==> src/rtl/dflp_pkg.sv <==
// ============================================================
// constants shared by the line port
package dflp_pkg;
   // nominal extracted clock rates and master clock rate
   localparam int unsigned EXCLK_E1_HZ = 2048000;
   localparam int unsigned EXCLK_T1_HZ = 1544000;
   localparam int unsigned MCLK_HZ     = 125000000;

   // frame and multiframe lengths
   localparam logic [8:0] FRAME_BITS_E1 = 9'h100;   // 256 bits
   localparam logic [8:0] FRAME_BITS_T1 = 9'h0c1;   // 193 bits
   localparam logic [4:0] MF_FRAMES_E1  = 5'h10;    // 16 frames
   localparam logic [4:0] MF_FRAMES_T1  = 5'h18;    // 24 frames

   // first data-link bit inside the odd frame of a frame pair
   localparam logic [9:0] DL_FIRST_BIT  = 10'h003;

   // synchroniser lane count and input lanes
   localparam int unsigned SYNC_LANES = 4;
   localparam int unsigned LANE_EXCLK = 0;
   localparam int unsigned LANE_TIP   = 1;
   localparam int unsigned LANE_RING  = 2;
   localparam int unsigned LANE_MARK  = 3;

   // data-link rate select: data-link bits per two frames
   typedef enum logic [2:0] {
      DFLP_DL_4K  = 3'h0,
      DFLP_DL_8K  = 3'h1,
      DFLP_DL_12K = 3'h2,
      DFLP_DL_16K = 3'h3,
      DFLP_DL_20K = 3'h4
   } dflp_dl_rate_e;

   // gapped clock phases, gray except the step from HIGH back to IDLE
   typedef enum logic [1:0] {
      DFLP_DLC_IDLE = 2'h0,
      DFLP_DLC_WAIT = 2'h1,
      DFLP_DLC_HIGH = 2'h3
   } dflp_dlc_state_e;
endpackage

==> src/rtl/dflp_sync.sv <==
`timescale 1ns/1ps
// ============================================================
// three-stage pin synchroniser with agreement filter
module dflp_sync (
   input  wire logic mclk,
   input  wire logic rst,
   input  wire logic pin,
   output logic      level,
   output logic      rise,
   output logic      fall
);
   logic s1;
   logic s2;
   logic s3;

   // s1 feeds only s2
   always_ff @(posedge mclk) begin
      if (rst) begin
         s1 <= 1'b0;
         s2 <= 1'b0;
         s3 <= 1'b0;
      end else begin
         s1 <= pin;
         s2 <= s1;
         s3 <= s2;
      end
   end

   // accept a change once stages two and three agree
   always_ff @(posedge mclk) begin
      if (rst) begin
         level <= 1'b0;
         rise  <= 1'b0;
         fall  <= 1'b0;
      end else begin
         rise <= (s2 == s3) && s2 && !level;
         fall <= (s2 == s3) && !s2 && level;
         if (s2 == s3) begin
            level <= s2;
         end
      end
   end
endmodule

==> src/rtl/dflp_line_port.sv <==
`timescale 1ns/1ps
// Summary of operation
// transmit outputs work only while the internal line interface is disabled
// nrz select high: single-rail data on primary pin, secondary idle
// nrz select low: primary and secondary form a complementary dual-rail pair
// received data accepted as split-phase tip/ring pair or nrz on tip
// data-link serial stream of received bits, launched on extracted clock rise
// gapped data-link clock at 4, 8, 12, 16 or 20 kHz
// outside receiver samples data-link bits on the gapped clock rise
// low mark on multiframe input aligns the transmit multiframe
// multiframe input high: transmit multiframe boundaries generated internally
// multiframe input is normally tied high by the system
// extracted clock, 2.048 or 1.544 MHz, captures received data
// one gapped clock rise per data-link bit, bit stable, low in gaps
module dflp_line_port (
   input  wire logic        mclk,
   input  wire logic        rst,
   input  wire logic        exclk,
   input  wire logic        rx_tip,
   input  wire logic        rx_ring,
   input  wire logic        transmit_multiframe_mark_n,
   input  wire logic        framer_only,
   input  wire logic        nrz_select,
   input  wire logic        rx_nrz_mode,
   input  wire logic        e1_mode,
   input  wire logic [2:0]  dl_rate,
   input  wire logic        tx_bit,
   input  wire logic        rx_pair_start,
   output logic             tx_bit_taken,
   output logic             tx_frame_start,
   output logic             tx_multiframe_start,
   output logic             transmit_line_primary,
   output logic             transmit_line_secondary,
   output logic             rx_bit,
   output logic             rx_bit_valid,
   output logic             datalink_serial_out,
   output logic             datalink_gapped_clock
);
   // ============================================================
   // pin synchronisers
   logic [dflp_pkg::SYNC_LANES-1:0] pins;
   logic [dflp_pkg::SYNC_LANES-1:0] lvl;
   logic [dflp_pkg::SYNC_LANES-1:0] rise;
   logic [dflp_pkg::SYNC_LANES-1:0] fall;

   assign pins = {transmit_multiframe_mark_n, rx_ring, rx_tip, exclk};

   // one synchroniser per asynchronous pin
   genvar g;
   generate
      for (g = 0; g < dflp_pkg::SYNC_LANES; g++) begin : g_sync
         dflp_sync u_sync (
            .mclk  (mclk),
            .rst   (rst),
            .pin   (pins[g]),
            .level (lvl[g]),
            .rise  (rise[g]),
            .fall  (fall[g])
         );
      end
   endgenerate

   logic ex_rise;
   logic ex_fall;
   assign ex_rise = rise[dflp_pkg::LANE_EXCLK];
   assign ex_fall = fall[dflp_pkg::LANE_EXCLK];

   // ============================================================
   // transmit framing
   logic [8:0] frame_len;
   logic [4:0] mf_len;
   logic [8:0] tx_pos;
   logic [4:0] tx_frame;
   logic       mark_seen;

   assign frame_len = e1_mode ? dflp_pkg::FRAME_BITS_E1 : dflp_pkg::FRAME_BITS_T1;
   assign mf_len    = e1_mode ? dflp_pkg::MF_FRAMES_E1 : dflp_pkg::MF_FRAMES_T1;

   // latch a falling mark until the next bit boundary
   always_ff @(posedge mclk) begin
      if (rst) begin
         mark_seen <= 1'b0;
      end else if (fall[dflp_pkg::LANE_MARK]) begin
         mark_seen <= 1'b1;
      end else if (ex_rise) begin
         mark_seen <= 1'b0;
      end
   end

   // bit and frame counters; a mark restarts the multiframe
   always_ff @(posedge mclk) begin
      if (rst) begin
         tx_pos   <= 9'h000;
         tx_frame <= 5'h00;
      end else if (ex_rise) begin
         if (mark_seen) begin
            tx_pos   <= 9'h001;
            tx_frame <= 5'h00;
         end else if (tx_pos == frame_len - 9'h001) begin
            tx_pos   <= 9'h000;
            tx_frame <= (tx_frame >= mf_len - 5'h01) ? 5'h00 : tx_frame + 5'h01;
         end else begin
            tx_pos <= tx_pos + 9'h001;
         end
      end
   end

   // boundary strobes for the framer, one cycle each
   always_ff @(posedge mclk) begin
      if (rst) begin
         tx_bit_taken        <= 1'b0;
         tx_frame_start      <= 1'b0;
         tx_multiframe_start <= 1'b0;
      end else begin
         tx_bit_taken        <= ex_rise && framer_only;
         tx_frame_start      <= ex_rise && framer_only && (mark_seen || tx_pos == 9'h000);
         tx_multiframe_start <= ex_rise && framer_only
                                && (mark_seen || (tx_pos == 9'h000 && tx_frame == 5'h00));
      end
   end

   // ============================================================
   // transmit line drive
   // launch on extracted clock rise; quiet unless framer only
   always_ff @(posedge mclk) begin
      if (rst) begin
         transmit_line_primary   <= 1'b0;
         transmit_line_secondary <= 1'b0;
      end else if (!framer_only) begin
         transmit_line_primary   <= 1'b0;
         transmit_line_secondary <= 1'b0;
      end else begin
         if (ex_rise) begin
            transmit_line_primary <= tx_bit;
         end
         // secondary has no function in nrz, so drop it at once, not at the next launch
         if (nrz_select) begin
            transmit_line_secondary <= 1'b0;
         end else if (ex_rise) begin
            transmit_line_secondary <= ~tx_bit;
         end
      end
   end

   // ============================================================
   // receive capture
   logic rx_now;
   // split-phase marks on either rail, or nrz on tip alone
   assign rx_now = rx_nrz_mode ? lvl[dflp_pkg::LANE_TIP]
                               : (lvl[dflp_pkg::LANE_TIP] | lvl[dflp_pkg::LANE_RING]);

   // capture each received bit on the extracted clock rise
   always_ff @(posedge mclk) begin
      if (rst) begin
         rx_bit       <= 1'b0;
         rx_bit_valid <= 1'b0;
      end else begin
         rx_bit_valid <= ex_rise;
         if (ex_rise) begin
            rx_bit <= rx_now;
         end
      end
   end

   // ============================================================
   // data-link extraction
   logic [9:0] rx_pos;
   logic [9:0] dl_lo;
   logic [9:0] dl_hi;
   logic [2:0] dl_count;
   logic       dl_take;

   // bits per frame pair: rate select plus one, capped at five
   assign dl_count = (dl_rate > 3'(dflp_pkg::DFLP_DL_20K)) ? 3'h5 : dl_rate + 3'h1;
   assign dl_lo    = {1'b0, frame_len} + dflp_pkg::DL_FIRST_BIT;
   assign dl_hi    = dl_lo + {7'h00, dl_count};
   assign dl_take  = ex_rise && (rx_pos >= dl_lo) && (rx_pos < dl_hi);

   // position inside the received frame pair
   always_ff @(posedge mclk) begin
      if (rst) begin
         rx_pos <= 10'h000;
      end else if (rx_pair_start) begin
         rx_pos <= 10'h000;
      end else if (ex_rise) begin
         rx_pos <= (rx_pos == {frame_len, 1'b0} - 10'h001) ? 10'h000 : rx_pos + 10'h001;
      end
   end

   // ============================================================
   // gapped data-link clock
   dflp_pkg::dflp_dlc_state_e dlc_state;

   // launch bit on rise, raise clock on next fall, drop on next rise
   always_ff @(posedge mclk) begin
      if (rst) begin
         dlc_state             <= dflp_pkg::DFLP_DLC_IDLE;
         datalink_serial_out   <= 1'b0;
         datalink_gapped_clock <= 1'b0;
      end else begin
         if (dl_take) begin
            datalink_serial_out <= rx_now;
         end
         unique case (dlc_state)
            dflp_pkg::DFLP_DLC_IDLE: begin
               datalink_gapped_clock <= 1'b0;
               if (dl_take) begin
                  dlc_state <= dflp_pkg::DFLP_DLC_WAIT;
               end
            end
            dflp_pkg::DFLP_DLC_WAIT: begin
               if (ex_fall) begin
                  datalink_gapped_clock <= 1'b1;
                  dlc_state             <= dflp_pkg::DFLP_DLC_HIGH;
               end
            end
            dflp_pkg::DFLP_DLC_HIGH: begin
               if (ex_rise) begin
                  datalink_gapped_clock <= 1'b0;
                  dlc_state <= dl_take ? dflp_pkg::DFLP_DLC_WAIT : dflp_pkg::DFLP_DLC_IDLE;
               end
            end
            default: begin
               datalink_gapped_clock <= 1'b0;
               dlc_state             <= dflp_pkg::DFLP_DLC_IDLE;
            end
         endcase
      end
   end
endmodule

==> config.mk <==
export PLATFORM = sky130hd
export DESIGN_NAME = dflp_line_port
export DESIGN_NICKNAME = d
export VERILOG_FILES = /design/src/rtl/dflp_pkg.sv /design/src/rtl/dflp_sync.sv /design/src/rtl/dflp_line_port.sv
export SDC_FILE = /design/constraint.sdc
export NUM_CORES = 1
export LEC_CHECK = 0
export BUFFER_PORTS_ARGS = -buffer_cell sky130_fd_sc_hd__buf_2
export CAP_MARGIN = 0
export CORE_ASPECT_RATIO = 1.1
export CORE_MARGIN = 4
export CORE_UTILIZATION = 55
export CTS_CLUSTER_DIAMETER = 60
export CTS_CLUSTER_SIZE = 25
export DETAILED_ROUTE_END_ITERATION = 6
export PLACE_DENSITY = 0.75
export REMOVE_ABC_BUFFERS = 1
export SETUP_SLACK_MARGIN = 0.3
export SLEW_MARGIN = 20
export SYNTH_ARGS = -nofsm -noshare
export SYNTH_HDL_FRONTEND = slang
export SYNTH_SLANG_ARGS = --single-unit
==> constraint.sdc <==
create_clock -name mclk -period 2.7 [get_ports mclk]
set_input_delay 0.27 -clock mclk [delete_from_list [all_inputs] [get_ports mclk]]
set_output_delay 0.27 -clock mclk [all_outputs]
set_load 0.01 [all_outputs]
==> summary.md <==
| Metric | Value |
|---|---|
| RSZ-0062 raised after global routing | false |
| Vias in the first global route | 1,996 |
| CTS tree | done |
| Synth area leaders | dfxtp_1, ha_1, nor2_1, a21oi_1, xor2_1 |
| Endpoint type of the worst setup path | flop |
| Clock Pin Slew Worst Setup and Hold Paths | roughly 0.1 ns |
| Worst Setup Start Kind | input port |
| Tcrit/Tclk final | 84.3% |
| GPL Wtd Cong | approximately 0.85 |
| Synth Warn # | 0 |
| WP data arrival | 2.45 ns |
| Core area | approximately 4700 µm² |
| Root buf cell | clkbuf_8 |
| First-pass GRT wire length | 8.65 mm |
| Cell Chain, Critical Path | buf_4 -> inv_1 -> ha_2 -> nand2b_4 -> nand2_4 -> ha_4 -> inv_2 -> fa_1 -> ha_1 -> a21boi_4 -> o31ai_4 -> buf_4 -> and4_1 -> nor3_1 |
| WL/cell | ~14 µm |
| Fillers | 393 |
| Post-synth cell types | 51 |
| Final core utilization | 64.5% |
| Total power | 1.52 mW |
| PD cells | a little over 500 nW/µm² |
| Seq/Total Area, Yosys | a little over two fifths |
| Worst setup path class | in2reg |
| DP HPWL | 3.62 mm |
| # rows | 26 |
| Tightest Pin Transition | around 0.60 ns |
| Crit path top cell by count | buf_4 |
| Mapped Area | 2640 µm² |
| Critical-path maximum fanout | 3 |
| Synth Area per Inst | 9.30 µm² |
| Final Hold Viols | 0 |
| Leakage | 1.21 nW |
| Vias | 2,012 |
| Post-synth EDFFs | 0 |
| Yosys top cell area share | 41.7% |
| GR Util All Layers | 18.7% |
| Final setup margin | 0.425 ns |
| Placed Cells | about 360 |
| ANT cells | 0 |
| Drt pass-1 iters | 4 |
| Cell taking the most area after synthesis | dfxtp_1 |
| Via/cell ratio | about 5.5 |
| Share of cells above drive strength 1 | 17.4% |
| Hold slack | 0.132 ns |
| Crit path time final | between 2 and 2.5 ns |
| # IOs | 24 |
| Clock sinks | 55 |
| Worst path slowest cell | fa_1 |
| Slew headroom | 60.0% |
| GRT overflow | 0 |
| CP bufs+invs | 4 |
| Clock buffer count from CTS | 5 |
| Total Die Area | 5970 µm² |
| Initial antenna violation count | 0 |
| Die width | around 74 µm |
| Cell family with most CP delay | adder cells |
| WL final | roughly 5.0 mm |
| Max clock buf depth | 2 |
| Final TNS setup | 0 ns |
| # nets final | 350 |
| Worst slack, placed | -0.0794 ns |
| Max VDD drop | 0.000417 V |
| Design Area, Final | 3000 µm² |
| Status | finished clean |
| Finished Layout Cells | 367 |
| Fmax | 440 MHz |
| Drt drc | 0 |
| Post-synth ARST share | 0% |
| I/O Buffers | 23 |
| Post-Place Cell Area | 2820 µm² |
| CTS H-tree depth | 2 |
| Clock Latency Late Sink | 0.30 ns |
| Dominant synthesized flop cell | dfxtp_1 |
| Slew Viols, Final | 0 |
| DR iter-0 viols | between 60 and 70 |
| Largest net degree at the start of global routing | 37 |
| Starting density of the core | a little under three fifths |
| Max Cap Viol | 0 |
| Max incr delay on CP | around 0.4 ns |
| Final setup viols | 0 |
| CP required | 2.88 ns |
| Clk_skew | approximately 0.0053 ns |
| Area Overhead vs Synth | 13.7% |
| Die height | 80.7 µm |
| Worst hold path class | in2reg |
| Hold buffers post-CTS | 0 |
| #FFs+latches synth | 55 |
| Post-Syn Instances | 284 |
| Post-route ant nets | 0 |
power breakdown:
| part | total (mW) | switching [mW] | leakage, nW | internal, mW |
|---|---|---|---|---|
| registers | 0.834 | 0.0107 | 0.445 | 0.824 |
| clock network | 0.559 | 0.259 | 0.0612 | 0.300 |
| logic | 0.129 | 0.0663 | 0.702 | 0.0632 |
| total | 1.52 | 0.336 | 1.21 | 1.19 |
logic make-up (layout without fill, tap and decap cells):
kind of cell | after synthesis | count (layout) | synth area share (%)
fa+ha+maj | 25 | 25 | 12.1
mux | 6 | 6 | 2.27
flops | 55 | 55 | 41.7
simple gates | 108 | 108 | 22.4
xor+xnor | 13 | 13 | 4.31
compound gates | 50 | 50 | 13.3
buf+inv | 27 | 54 | 3.89
layout by cell type (no fill, tap or decap), drive strengths merged, types with 3 or more instances in the layout:
cell type and instances:
a211oi 4, a21oi 17, and3 3, and4 3, buf 27, clkbuf 6
dfxtp 55, ha 24, inv 19, mux2i 6, nand2 18, nand2b 5
nand3 13, nand4b 3, nor2 33, nor2b 10, nor3 4, nor4 4
o21a 3, o21ai 8, o31ai 4, or4 4, xnor2 5, xor2 8
per-layer routing:
layer / share of wire, % / vias up / wire length, µm / global-route usage [%]
met5: 0 / - / 0 / 0
met3: 3.7 / 6 / 186 / 3.75
li1: - / 1048 / - / -
met1: 45 / 927 / 2230 / 22.3
met4: 1.0 / 0 / 52 / 5.98
met2: 51 / 31 / 2520 / 32.9
sequential cells by signal (all words and copies together), names as in the netlist, 2 cells and up:
name	flops
g_sync.u_sync.s3	4
tx_pos	9
g_sync.u_sync.level	4
g_sync.u_sync.s2	4
g_sync.u_sync.s1	4
g_sync.u_sync.fall	2
dlc_state	2
rx_pos	10
tx_frame	5
cell type report:
class	instances	area, µm²	area share (%)
Timing Repair Buffer	27	148	4.92
Tap cell	56	70.1	2.33
Clock inverter	2	35.0	1.17
Clock buffer	6	82.6	2.75
Inverter	19	71.3	2.38
Sequential cell	55	1100	36.7
Multi-Input combinational cell	202	1490	49.8
synth_stat cells (2+ instances only):
master,n
clkbuf_1,6
ha_1,24
or4_1,3
nor2_1,33
a31oi_1,2
nand4_1,2
nand2b_1,4
a21o_1,2
nand3_1,13
nor2b_1,10
and4_1,3
and3_1,3
mux2i_1,6
a211oi_1,4
nor3_1,4
dfxtp_1,55
nand2_1,18
inv_1,17
nor4b_1,2
o21a_1,3
a21oi_1,17
xor2_1,8
nor4_1,2
o31ai_1,3
inv_2,2
o21ai_0,7
nand4b_1,3
xnor2_1,5
repair_timing:
action                                  4_1_cts  5_1_grt
endpoints found under the setup margin        1        2
gates resized for setup                       6        7
endpoints found under the hold margin         0        0
pin swaps                                     4        5
gates cloned                                  0        0
setup buffers                                 1        0
final timing paths:
| check | from | endpoint | slack (ns) | cells after the start |
|---|---|---|---|---|
| worst min-delay path | nrz_select | transmit_line_secondary | 0.13 | 2 |
| worst max register to register | rx_pos[2] | rx_pos[7] | 0.60 | 4 |
| worst max-delay path | dl_rate[0] | datalink_serial_out | 0.42 | 14 |
| worst min register to register | g_sync[3].u_sync.level | g_sync[3].u_sync.fall | 0.44 | 2 |
Note: power is estimated with default switching activity, not from simulation.
